### config.mk
export PLATFORM = sky130hd
export DESIGN_NAME = ppc_top
export DESIGN_NICKNAME = d
export VERILOG_FILES = /design/src/shared/ppc_pkg.sv /design/src/ppc_sync.sv /design/src/ppc_top.sv
export VERILOG_INCLUDE_DIRS = /design/src /design/src/shared
export SDC_FILE = /design/constraint.sdc
export NUM_CORES = 1
export LEC_CHECK = 0
export ABC_AREA = 1
export ABC_CLOCK_PERIOD_IN_PS = 2300
export BUFFER_PORTS_ARGS = -buffer_cell sky130_fd_sc_hd__buf_2
export CAP_MARGIN = 10
export CORE_ASPECT_RATIO = 0.7
export CORE_MARGIN = 4
export CORE_UTILIZATION = 35
export DETAILED_ROUTE_END_ITERATION = 8
export PLACE_DENSITY_LB_ADDON = 0.2
export SETUP_SLACK_MARGIN = 0.05
export SLEW_MARGIN = 40
export SYNTH_ARGS = -nofsm -noshare
export SYNTH_HDL_FRONTEND = slang
export SYNTH_HIERARCHICAL = 1
export SYNTH_SLANG_ARGS = --single-unit
### constraint.sdc
create_clock -name I_CORE_CLK -period 2.3 [get_ports I_CORE_CLK]
set_clock_uncertainty 0.15 [all_clocks]
set_input_delay 0.46 -clock I_CORE_CLK [delete_from_list [all_inputs] [get_ports I_CORE_CLK]]
set_output_delay 0.46 -clock I_CORE_CLK [all_outputs]
set_load 0.05 [all_outputs]
### src/shared/ppc_defs.svh
/*
 * Constants for the preset/protect control block: AHB register offsets,
 * field positions, reset values and timing counts.
 * Assumes inclusion by bare name from package and design files.
 */
`ifndef PPC_DEFS_SVH
`define PPC_DEFS_SVH

`define PPC_OFF_CTRL      8'h00
`define PPC_OFF_STATUS    8'h04
`define PPC_OFF_IRQ_STAT  8'h08
`define PPC_OFF_IRQ_MASK  8'h0C
`define PPC_OFF_WIPER0    8'h10
`define PPC_OFF_WIPER1    8'h14
`define PPC_OFF_NV0       8'h18
`define PPC_OFF_NV1       8'h1C
`define PPC_OFF_LAST_WORD 8'h20

`define PPC_WORD_BITS     24
`define PPC_CODE_BITS     10
`define PPC_MIDSCALE      10'h200
`define PPC_ADDR_CH0      4'h0
`define PPC_ADDR_CH1      4'h1

`define PPC_CMD_NOP       4'h0
`define PPC_CMD_RESTORE1  4'h1
`define PPC_CMD_STORE     4'h2
`define PPC_CMD_WR_NV     4'h3
`define PPC_CMD_RESTORE8  4'h8
`define PPC_CMD_READ_NV   4'h9
`define PPC_CMD_READ_WIP  4'hA
`define PPC_CMD_WRITE     4'hB

// irq status bit positions
`define PPC_IRQ_WORD      0
`define PPC_IRQ_PRESET    1
`define PPC_IRQ_DONE      2
`define PPC_IRQ_BLOCKED   3

// ctrl bit positions
`define PPC_CTRL_DONE_NOW 0

`define PPC_NV_WRITE_NS   1000
`define PPC_CLK_NS        5
`define PPC_NV_WRITE_CYC  ((`PPC_NV_WRITE_NS + `PPC_CLK_NS - 1) / `PPC_CLK_NS)

`endif

### src/shared/ppc_pkg.sv
/*
 * Types for the preset/protect control block.
 * Assumes ppc_defs.svh is on the include path.
 */
`default_nettype none
`include "ppc_defs.svh"

package ppc_pkg;

  typedef struct packed {
    logic [3:0] cmd;
    logic [3:0] addr;
    logic [5:0] spare;
    logic [9:0] data;
  } ppc_word_t;

  typedef enum logic [1:0] {
    PPC_IDLE,
    PPC_BUSY
  } ppc_state_t;

endpackage

`default_nettype wire

### src/ppc_sync.sv
/*
 * Two-flop synchroniser for one level from outside the core clock.
 * Assumes an asynchronous active-low reset with a chosen idle level.
 */
`timescale 1ns/10ps
`default_nettype none

module ppc_sync #(
  parameter logic RST_VAL = 1'b1
) (
  input  wire logic i_clk,
  input  wire logic i_rst_n,
  input  wire logic i_d,
  output var  logic o_q
);

  logic meta;
  logic next_meta;
  logic next_q;

  always_comb begin
    next_meta = i_d;
    next_q    = meta;
  end

  always_ff @(posedge i_clk or negedge i_rst_n) begin
    if (!i_rst_n) begin
      meta <= RST_VAL;
      o_q  <= RST_VAL;
    end else begin
      meta <= next_meta;
      o_q  <= next_q;
    end
  end

endmodule

`default_nettype wire

### src/ppc_top.sv
/*
 * Preset/protect/select/ready control of a dual-channel digital pot,
 * with an AHB-Lite register slave and one level interrupt.
 * Assumes pins come from outside the core clock; all are synchronised.
 */
`timescale 1ns/10ps
`default_nettype none
`include "ppc_defs.svh"

// Overview of operation
// - protect low blocks every stored or register change except preset reload and restore commands
// - restore commands still copy storage into wiper registers when protected
// - preset rising edge reloads both wiper registers from storage
// - storage holds midscale 512 until user writes a new value
// - shifted word executes only when select rises back high
// - ready is active-high open drain, flags commands 2,3,8,9,10 and preset
// - serial input sampled on rising link clock, one bit, MSB first
// - serial out returns earlier input delayed 24 bits for daisy chain
// - channel one wiper at address 0x0, channel two at 0x1
module ppc_top (
  input  wire logic        I_CORE_CLK,
  input  wire logic        I_RST_N,
  input  wire logic        I_SCLK,
  input  wire logic        I_SERIAL_IN,
  input  wire logic        I_SELECT_N,
  input  wire logic        I_PROTECT_N,
  input  wire logic        I_PRESET_STROBE,
  output logic             O_SERIAL_OUT,
  output logic             O_READY_OUT,
  output logic             O_READY_OE_N,
  output logic             O_IRQ,
  input  wire logic        HSEL,
  input  wire logic [31:0] HADDR,
  input  wire logic [1:0]  HTRANS,
  input  wire logic        HWRITE,
  input  wire logic [2:0]  HSIZE,
  input  wire logic [31:0] HWDATA,
  input  wire logic        HREADY,
  output logic [31:0]      HRDATA,
  output logic             HREADYOUT,
  output logic             HRESP
);

  ////////////////////////////////////////////////////////////////////////
  // pin synchronisers
  logic sclk_s;
  logic sin_s;
  logic sel_s;
  logic prot_s;
  logic pre_s;

  ppc_sync #(.RST_VAL(1'b0)) u_sclk (.i_clk(I_CORE_CLK), .i_rst_n(I_RST_N), .i_d(I_SCLK),          .o_q(sclk_s));
  ppc_sync #(.RST_VAL(1'b0)) u_sin  (.i_clk(I_CORE_CLK), .i_rst_n(I_RST_N), .i_d(I_SERIAL_IN),     .o_q(sin_s));
  ppc_sync #(.RST_VAL(1'b1)) u_sel  (.i_clk(I_CORE_CLK), .i_rst_n(I_RST_N), .i_d(I_SELECT_N),      .o_q(sel_s));
  ppc_sync #(.RST_VAL(1'b1)) u_prot (.i_clk(I_CORE_CLK), .i_rst_n(I_RST_N), .i_d(I_PROTECT_N),     .o_q(prot_s));
  ppc_sync #(.RST_VAL(1'b1)) u_pre  (.i_clk(I_CORE_CLK), .i_rst_n(I_RST_N), .i_d(I_PRESET_STROBE), .o_q(pre_s));

  ////////////////////////////////////////////////////////////////////////
  // serial shifter and edge detect
  logic        sclk_d;
  logic        sel_d;
  logic        pre_d;
  logic [23:0] shift;
  logic [23:0] next_shift;
  logic        sout;
  logic        next_sout;
  logic        sclk_rise;
  logic        sclk_fall;
  logic        sel_rise;
  logic        pre_rise;

  assign sclk_rise = sclk_s & ~sclk_d;
  assign sclk_fall = ~sclk_s & sclk_d;
  assign sel_rise  = sel_s & ~sel_d;
  assign pre_rise  = pre_s & ~pre_d;

  always_comb begin
    next_shift = shift;
    next_sout  = sout;
    if (!sel_s && sclk_rise) begin
      next_shift = {shift[22:0], sin_s};
    end
    if (!sel_s && sclk_fall) begin
      next_sout = shift[23];
    end
  end

  always_ff @(posedge I_CORE_CLK or negedge I_RST_N) begin
    if (!I_RST_N) begin
      sclk_d <= 1'b0;
      sel_d  <= 1'b1;
      pre_d  <= 1'b1;
      shift  <= 24'h000000;
      sout   <= 1'b1;
    end else begin
      sclk_d <= sclk_s;
      sel_d  <= sel_s;
      pre_d  <= pre_s;
      shift  <= next_shift;
      sout   <= next_sout;
    end
  end

  ////////////////////////////////////////////////////////////////////////
  // command execution, storage and ready
  ppc_pkg::ppc_word_t   word;
  ppc_pkg::ppc_state_t  state;
  ppc_pkg::ppc_state_t  next_state;
  logic [9:0]  wiper [2];
  logic [9:0]  next_wiper [2];
  logic [9:0]  nv [2];
  logic [9:0]  next_nv [2];
  logic [23:0] last_word;
  logic [23:0] next_last_word;
  logic [15:0] busy_cnt;
  logic [15:0] next_busy_cnt;
  logic        ch;
  logic        addr_ok;
  logic        ev_blocked;
  logic        start_op;
  logic        done_now;
  logic        ev_done;

  assign word = ppc_pkg::ppc_word_t'(shift);
  assign addr_ok = (word.addr == `PPC_ADDR_CH0) || (word.addr == `PPC_ADDR_CH1);
  assign ch      = (word.addr == `PPC_ADDR_CH1);

  always_comb begin
    next_state     = state;
    next_wiper     = wiper;
    next_nv        = nv;
    next_last_word = last_word;
    next_busy_cnt  = busy_cnt;
    ev_blocked     = 1'b0;
    start_op       = 1'b0;
    ev_done        = 1'b0;
    if (pre_rise) begin
      next_wiper[0] = nv[0];
      next_wiper[1] = nv[1];
      start_op      = 1'b1;
    end else if (sel_rise) begin
      next_last_word = shift;
      unique case (word.cmd)
        `PPC_CMD_RESTORE1,
        `PPC_CMD_RESTORE8: begin
          if (addr_ok) begin
            next_wiper[ch] = nv[ch];
          end
          start_op = (word.cmd == `PPC_CMD_RESTORE8);
        end
        `PPC_CMD_STORE: begin
          if (!prot_s) begin
            ev_blocked = 1'b1;
          end else begin
            if (addr_ok) begin
              next_nv[ch] = wiper[ch];
            end
            start_op = 1'b1;
          end
        end
        `PPC_CMD_WR_NV: begin
          if (!prot_s) begin
            ev_blocked = 1'b1;
          end else begin
            if (addr_ok) begin
              next_nv[ch] = word.data;
            end
            start_op = 1'b1;
          end
        end
        `PPC_CMD_WRITE: begin
          if (!prot_s) begin
            ev_blocked = 1'b1;
          end else if (addr_ok) begin
            next_wiper[ch] = word.data;
          end
        end
        `PPC_CMD_READ_NV,
        `PPC_CMD_READ_WIP: begin
          start_op = 1'b1;
        end
        default: begin
        end
      endcase
    end
    unique case (state)
      ppc_pkg::PPC_IDLE: begin
        if (start_op) begin
          next_state    = ppc_pkg::PPC_BUSY;
          next_busy_cnt = 16'(`PPC_NV_WRITE_CYC);
        end
      end
      ppc_pkg::PPC_BUSY: begin
        if (busy_cnt <= 16'h0001 || done_now) begin
          next_state    = ppc_pkg::PPC_IDLE;
          next_busy_cnt = 16'h0000;
          ev_done       = 1'b1;
        end else begin
          next_busy_cnt = busy_cnt - 16'h0001;
        end
      end
    endcase
  end

  always_ff @(posedge I_CORE_CLK or negedge I_RST_N) begin
    if (!I_RST_N) begin
      state     <= ppc_pkg::PPC_IDLE;
      wiper[0]  <= `PPC_MIDSCALE;
      wiper[1]  <= `PPC_MIDSCALE;
      nv[0]     <= `PPC_MIDSCALE;
      nv[1]     <= `PPC_MIDSCALE;
      last_word <= 24'h000000;
      busy_cnt  <= 16'h0000;
    end else begin
      state     <= next_state;
      wiper     <= next_wiper;
      nv        <= next_nv;
      last_word <= next_last_word;
      busy_cnt  <= next_busy_cnt;
    end
  end

  assign O_READY_OUT  = 1'b0;
  assign O_READY_OE_N = (state == ppc_pkg::PPC_IDLE);
  assign O_SERIAL_OUT = sout;

  ////////////////////////////////////////////////////////////////////////
  // ahb-lite slave, zero wait state
  logic        ap_wr;
  logic        ap_rd;
  logic        dp_wr;
  logic        next_dp_wr;
  logic [7:0]  dp_addr;
  logic [7:0]  next_dp_addr;
  logic [31:0] rdata;
  logic [31:0] next_rdata;
  logic [3:0]  irq_stat;
  logic [3:0]  next_irq_stat;
  logic [3:0]  irq_mask;
  logic [3:0]  next_irq_mask;
  logic        ctrl_done;
  logic        next_ctrl_done;
  logic [3:0]  ev_vec;

  assign ap_wr = HSEL & HREADY & HTRANS[1] & HWRITE;
  assign ap_rd = HSEL & HREADY & HTRANS[1] & ~HWRITE;
  assign ev_vec = {ev_blocked, ev_done, pre_rise, sel_rise};
  // software can cut a busy phase short
  assign done_now = ctrl_done;

  always_comb begin
    next_dp_wr     = ap_wr;
    next_dp_addr   = ap_wr ? HADDR[7:0] : dp_addr;
    next_rdata     = rdata;
    next_irq_mask  = irq_mask;
    next_ctrl_done = 1'b0;
    next_irq_stat  = irq_stat;
    if (dp_wr) begin
      unique case (dp_addr)
        `PPC_OFF_CTRL:     next_ctrl_done = HWDATA[`PPC_CTRL_DONE_NOW];
        `PPC_OFF_IRQ_STAT: next_irq_stat  = irq_stat & ~HWDATA[3:0];
        `PPC_OFF_IRQ_MASK: next_irq_mask  = HWDATA[3:0];
        default: begin
        end
      endcase
    end
    // set wins over clear
    next_irq_stat = next_irq_stat | ev_vec;
    if (ap_rd) begin
      unique case (HADDR[7:0])
        `PPC_OFF_STATUS:    next_rdata = {28'h0000000, ~prot_s, ~sel_s, pre_s, (state == ppc_pkg::PPC_BUSY)};
        `PPC_OFF_IRQ_STAT:  next_rdata = {28'h0000000, irq_stat};
        `PPC_OFF_IRQ_MASK:  next_rdata = {28'h0000000, irq_mask};
        `PPC_OFF_WIPER0:    next_rdata = {22'h000000, wiper[0]};
        `PPC_OFF_WIPER1:    next_rdata = {22'h000000, wiper[1]};
        `PPC_OFF_NV0:       next_rdata = {22'h000000, nv[0]};
        `PPC_OFF_NV1:       next_rdata = {22'h000000, nv[1]};
        `PPC_OFF_LAST_WORD: next_rdata = {8'h00, last_word};
        default:            next_rdata = 32'h00000000;
      endcase
    end
  end

  always_ff @(posedge I_CORE_CLK or negedge I_RST_N) begin
    if (!I_RST_N) begin
      dp_wr     <= 1'b0;
      dp_addr   <= 8'h00;
      rdata     <= 32'h00000000;
      irq_stat  <= 4'h0;
      irq_mask  <= 4'h0;
      ctrl_done <= 1'b0;
    end else begin
      dp_wr     <= next_dp_wr;
      dp_addr   <= next_dp_addr;
      rdata     <= next_rdata;
      irq_stat  <= next_irq_stat;
      irq_mask  <= next_irq_mask;
      ctrl_done <= next_ctrl_done;
    end
  end

  assign HRDATA    = rdata;
  assign HREADYOUT = 1'b1;
  assign HRESP     = 1'b0;
  assign O_IRQ     = |(irq_stat & irq_mask);

endmodule

`default_nettype wire

==> After elaboration in Yosys (flattened, before gate mapping) <==
Index checks and enable logic that the tools add are counted.
{ "totals": {"in_bits": 79, "register_bits": 170} }
{ "classes": {"n_reduce_logical": 22, "n_bitwise": 21, "n_lt_le_gt_ge": 3, "n_addsub": 1, "muxes": 44, "n_eq_ne": 28} }
{ "op_table": {"columns": ["op", "count"], "rows": [
  ["case mux 24 bit (8 select lines)", 1],
  ["two-way mux 20 bit", 9],
  ["bitwise mux 20 bit", 4],
  ["case mux 20 bit (2 select lines)", 2],
  ["two-way mux 10 bit", 7],
  ["equality test 8 x 4 -> 1 bit (second input constant)", 4],
  ["equality test 8 x 5 -> 1 bit (second input constant)", 4],
  ["two-way mux 16 bit", 2],
  ["case mux 16 bit (2 select lines)", 1],
  ["equality test 4 bit (second input constant)", 4],
  ["less-or-equal comparator 16 x 1 -> 1 bit (second input constant)", 1],
  ["subtractor 16 x 1 -> 16 bit (second input constant)", 1],
  ["two-way mux 1 bit", 11],
  ["demux 10 bit (select 1 bit)", 1],
  ["bitwise AND 1 bit", 8],
  ["bitwise AND 4 bit", 2],
  ["equality test 4 x 1 -> 1 bit (second input constant)", 2],
  ["equality test 4 x 2 -> 1 bit (second input constant)", 2],
  ["equality test 8 x 3 -> 1 bit (second input constant)", 1],
  ["equality test 8 x 6 -> 1 bit (second input constant)", 1],
  ["logical NOT 8 bit", 1],
  ["two-way mux 4 bit", 2],
  ["NOT 1 bit", 8],
  ["AND reduction 7 bit", 1],
  ["other kinds (25)", 39]
]} }

==> Logic depth before layout (Yosys ltp) <==
{ "logic_depth": {"word_depth": 12, "depth_mapped": 11, "depth_no_buf": 11} }

==> Modules after synthesis <==
The synthesis kept the hierarchy.
{ "modules_own_cells": {"columns": ["module", "cells_each", "area_each_um2", "instances"], "rows": [
  ["ppc_top", 985, 7577.3, 1],
  ["ppc_sync (u_pre ...)", 2, 52.6, 3],
  ["ppc_sync (u_sclk ...)", 2, 50.0, 2]
]} }

==> Least setup slack after synthesis <==
No wires, ideal clock.
{ "synth_path": {"kind": "register to register", "from": "register u_sel.o_q", "to": "register nv[17] in the netlist's numbering", "synth_period_minus_slack_ps": 1621, "slack_ps": 679, "stages_incl_launch_ff": 11, "required_ps": 2026, "setup_time_ps": 124, "path_buffers": 1, "t_arrival_ps": 1347, "cell_sequence": "dfstp_2 inv_1 nor2_2 nand2_2 inv_2 nand3b_4 inv_2 nand2_2 buf_4 nand2_1 o21ai_1"} }
{ "synth_between": {"elab_chain_cells": 2} }
{ "synth_lines": {"columns": ["element", "line", "source"], "rows": [
  ["start, declared", "ppc_sync.sv:14", "output var logic o_q"],
  ["start signal, assigned", "ppc_sync.sv:32", "o_q <= next_q;"],
  ["bitwise AND 1 bit", "ppc_top.sv:74", "assign sel_rise = sel_s & ~sel_d;"],
  ["AND reduction 7 bit (no line)", null, null],
  ["end signal, assigned", "ppc_top.sv:217", "nv <= next_nv;"],
  ["end, declared", "ppc_top.sv:111", "logic [9:0] nv [2];"]
]} }
No other way between the ends.
A chain may end at the register's enable or synchronous reset.

==> Worst setup path in the final report <==
{ "layout_path": {"from": "register irq_mask[1]", "to": "output port O_IRQ"} }
{ "layout_between": {"elab_chain_cells": 2} }
{ "layout_lines": {"columns": ["element", "line", "source"], "rows": [
  ["start, declared", "ppc_top.sv:239", "logic [3:0] irq_mask;"],
  ["start signal, assigned", "ppc_top.sv:297", "irq_mask <= next_irq_mask;"],
  ["bitwise AND 4 bit", "ppc_top.sv:305", "assign O_IRQ = |(irq_stat & irq_mask);"],
  ["OR reduction 4 bit", "ppc_top.sv:305", null],
  ["end, declared", "ppc_top.sv:31", "output logic O_IRQ,"]
]} }
No other way between the ends.

==> summary.md <==
| Metric | Value |
|---|---|
| Sinks on Clock Net | between 150 and 200 |
| Postcts setup bufs | 0 |
| Crit Reg-Reg Startpoint | busy_cnt[0] |
| Number of antenna violations at the first check in global routing | 0 |
| Highest cell delay on the worst timing path | around 0.40 ns |
| Worst hold start | HADDR[6] |
| Post-DP HPWL | roughly 15000 um |
| Yosys reg bits | 161 |
| Peak-usage layer in the global routing report | met1 |
| Maximum number of pins on one net before global-route repair | 55 |
| Number of synthesized flops with an enable pin | 0 |
| TritonCTS clock tree | built |
| Met3 track demand over resource in global routing | 4.636% |
| Most frequently used flop master after synthesis | sky130_fd_sc_hd__dfrtp_1 |
| Sequential-to-total area share from yosys stat | 51.63% |
| Worst Hold Depth | 3 |
| Critical path launch point | irq_mask[1] |
| Synthesized-area fraction occupied by adder cells | less than 1% |
| Proportion of synthesized area in mux cells | 0% |
| DRC | 0 |
| Remaining antenna violation count | 0 |
| Antenna diode count | 0 |
| Average size of a mapped cell | roughly 7.9 um2 |
| CP Max Fanout | 3 |
| Internal portion of total power | 4.917 mW |
| Sum Neg Setup Slack | 0 ns |
| Placeable core region | approximately 0.022 mm2 |
| Cell Area, Synth | a little under 0.008 mm2 |
| H-tree depth | 4 |
| RSZ-0062 raised after global routing | no |
| Post-synthesis share of cell area spent on xor and xnor gates | 1.230% |
| Post-synthesis compound-gate area fraction | 8.975% |
| Global-route wire length before repair | between 30000 and 40000 um |
| Number of detailed-routing iterations run before antenna repair | 5 |
| Starting Density | between 30% and 40% |
| Leak pwr | around 4.6 nW |
| Syn. warnings | 6 |
| Cell at the slowest stage of the critical path | sky130_fd_sc_hd__dfrtp_1 |
| Chip width | roughly 190 um |
| Setup Viol. Count Final | 0 |
| Proportion of power drawn by the clock network | 39.1% |
| Aggregate global routing overflow | 0 |
| Result of the run | finished, final reports clean |
| Total power density per cell area | 763.7 mW/mm2 |
| WHS Endpoint | dp_addr[6] |
| Path type of the worst min-delay path | in2reg |
| Synth Instances | a little under 1k |
| Clock root buffer | sky130_fd_sc_hd__clkbuf_16 |
| Count of final hold-check violations | 0 |
| CP Capture Type | output pin |
| Peak ir drop on the vdd network | roughly 540 uV |
| Arrival time at the worst endpoint | approximately 1.4 ns |
| Crit start category | register |
| Via-per-instance ratio | between 4 and 5 |
| GR Util All Layers | 18.29% |
| Period utilisation layout | roughly 86% |
| 1st-iter DRT viols | approximately 490 |
| Number of placed I/O pins | between 100 and 150 |
| Worst slew margin relative to its limit | between 50 and 60% |
| Vertical die dimension | between 100 and 150 um |
| Fraction of power spent switching nets | between 20 and 30% |
| Simple-gate share of the synthesized area | between 30% and 40% |
| Achievable Freq | 504.8 MHz |
| Worst setup path class | reg2out |
| Count of different cell masters after synthesis | 33 |
| Wirelength, routed | ~22000 um |
| Max Cap Violations | 0 |
| Met2 track demand over resource | 23.43% |
| Min Clock Period, post-route | around 2.0 ns |
| Final net count | 1140 |
| Final routed wire length divided by cell count | 16.40 um |
| Std-Cell Rows | between 40 and 50 |
| Worst r2r path cells | 8 |
| Reported net switching power | approximately 2.1 mW |
| Comb pwr share | 13.2% |
| Number of global-route vias before repair | slightly above 6k |
| Required time at the endpoint of the critical path | between 1.5 and 2 ns |
| Clock input transition at the sequential cells of the worst setup and hold paths | around 0.060 ns |
| Layout Area Growth over Synthesis | 16.70% |
| FFs w/ async S/R, synth | 100.0% |
| RD Place Congestion | roughly 0.9 |
| Fraction of the core area covered by cells at the end of the flow | about two fifths |
| Cell-by-cell listing of the critical path | nand2_1 -> nand4_1 -> buf_2 |
| Met1 usage in global routing | 29.55% |
| CTS buffer count | 17 |
| Worst-Margin Slew | between 0.6 and 0.7 ns |
| Worst-skew pair later-pin latency | ~0.44 ns |
| Die area | between 0.02 and 0.025 mm2 |
| Max-slew violation count | 0 |
| Share of layout cells above drive strength 1 | 15.02% |
| Register-to-register path setup slack | around 0.38 ns |
| Worst R2R End | busy_cnt[8] |
| IO buf count | between 40 and 50 |
| Number of vias in the routed layout | about 6.7k |
| Sequential power share | roughly 48% |
| Maximum root-to-sink buffer count | 2 |
| Largest family of logic cells by synthesized area | simple AND/OR/NAND/NOR gates |
metrics by stage:
| stage | hold slack, ns | power (mW) | std cells | setup WS (ns) | area, um2 |
|---|---|---|---|---|---|
| 2_1_floorplan | 0.01441 | 3.961 | 1004 | 0.6790 | 7869 |
| 3_3_place_gp | 0.1863 | 4.272 | 1316 | 0.1959 | 8523 |
| 3_5_place_dp | 0.1847 | 4.290 | 1316 | 0.3403 | 8526 |
| 4_1_cts | 0.1290 | 7.056 | 1354 | 0.3445 | 9144 |
| 5_1_grt | 0.1589 | 7.356 | 1354 | 0.2177 | 9144 |
| 6_report | 0.1445 | 6.983 | 1354 | 0.3188 | 9144 |
per-layer routing:
| layer | up-vias | routed length (um) |
|---|---|---|
| met5 | - | 0 |
| met4 | 0 | 278 |
| met3 | 22 | 1787 |
| met2 | 211 | 8427 |
| met1 | 3125 | 11720 |
| li1 | 3328 | - |
cells in the mapped netlist (7+ instances only):
library cell,number,area (um2)
sky130_fd_sc_hd__nand2_1,334,1254
sky130_fd_sc_hd__dfrtp_1,148,3704
sky130_fd_sc_hd__nand3_1,146,730.7
sky130_fd_sc_hd__o21ai_0,106,530.5
sky130_fd_sc_hd__inv_1,61,229.0
sky130_fd_sc_hd__nor2_1,51,191.4
sky130_fd_sc_hd__buf_2,22,110.1
sky130_fd_sc_hd__buf_4,18,135.1
sky130_fd_sc_hd__clkbuf_1,15,56.30
sky130_fd_sc_hd__dfstp_2,13,341.6
sky130_fd_sc_hd__o21ai_1,13,65.06
sky130_fd_sc_hd__inv_2,10,37.54
sky130_fd_sc_hd__xor2_1,9,78.83
sky130_fd_sc_hd__o211ai_1,8,60.06
sky130_fd_sc_hd__nor2_2,7,43.79
cells by family after synthesis:
family,after synthesis
other cells,2
compound gates,134
buf+inv,127
fa+ha+maj,2
xor+xnor,11
simple gates,558
flops,161
worst max-delay path, delay by kind of cell (launching register included):
family	cells	cell delay, ns
DFF	1	0.40
and+or+nand+nor	2	0.26
buffers and inverters	1	0.27
layout make-up:
| type | instances | area, um2 |
|---|---|---|
| flip-flops and latches | 161 | 4045 |
| clock buffers | 20 | 446.7 |
| well taps | 282 | 352.8 |
| fillers | 2274 | 12700 |
| multi-input cells | 716 | 3257 |
| inverters | 71 | 266.5 |
| repair buffers | 92 | 664.4 |
| clock inverters | 12 | 111.4 |
worst max path at each step:
stage	end	slack, ns
3_3_place_gp	busy_cnt[7]	0.20
2_1_floorplan	nv[17]	0.68
3_5_place_dp	HRDATA[9]	0.34
4_1_cts	O_IRQ	0.34
5_1_grt	busy_cnt[10]	0.22
6_report	O_IRQ	0.32
sequential cells by signal, indices dropped and copies added (netlist names), 8 cells and up:
| signal | cells |
|---|---|
| HRDATA | 24 |
| last_word | 24 |
| shift | 24 |
| nv | 20 |
| wiper | 20 |
| busy_cnt | 16 |
| dp_addr | 8 |
what timing repair did:
item	CTS	global route
hold buffers	6	0
hold endpoints to repair	44	0
setup endpoints to repair	0	0
resized for setup	0	0
cell usage in the layout (no fill, tap or decap), types with 3 or more instances in the layout:
| cell type | n |
|---|---|
| sky130_fd_sc_hd__dfstp_2 | 13 |
| sky130_fd_sc_hd__clkbuf_16 | 17 |
| sky130_fd_sc_hd__inv_2 | 10 |
| sky130_fd_sc_hd__buf_2 | 48 |
| sky130_fd_sc_hd__o211ai_1 | 8 |
| sky130_fd_sc_hd__clkinv_2 | 3 |
| sky130_fd_sc_hd__nand2_1 | 334 |
| sky130_fd_sc_hd__o21ai_0 | 106 |
| sky130_fd_sc_hd__clkinv_4 | 4 |
| sky130_fd_sc_hd__nor2_4 | 4 |
| sky130_fd_sc_hd__inv_1 | 61 |
| sky130_fd_sc_hd__dlygate4sd3_1 | 6 |
| sky130_fd_sc_hd__nor2_2 | 9 |
| sky130_fd_sc_hd__nor2_1 | 49 |
| sky130_fd_sc_hd__clkinvlp_4 | 3 |
| sky130_fd_sc_hd__dfrtp_1 | 148 |
| sky130_fd_sc_hd__xor2_1 | 9 |
| sky130_fd_sc_hd__nand2_2 | 6 |
| sky130_fd_sc_hd__nor3_1 | 3 |
| sky130_fd_sc_hd__nand3_1 | 146 |
| sky130_fd_sc_hd__buf_12 | 6 |
| sky130_fd_sc_hd__conb_1 | 11 |
| sky130_fd_sc_hd__buf_4 | 31 |
| sky130_fd_sc_hd__o21ai_1 | 13 |
power groups by stage:
| stage | Sequential (mW) | Clock [mW] | Combinational [mW] |
|---|---|---|---|
| detailed placement | 3.37 | 0 | 0.918 |
| finish | 3.33 | 2.73 | 0.918 |
| floorplan | 3.30 | 0 | 0.662 |
| CTS | 3.33 | 2.80 | 0.926 |
| global placement | 3.37 | 0 | 0.900 |
| global route | 3.37 | 2.93 | 1.06 |
Note: power is estimated with default switching activity, not from simulation.
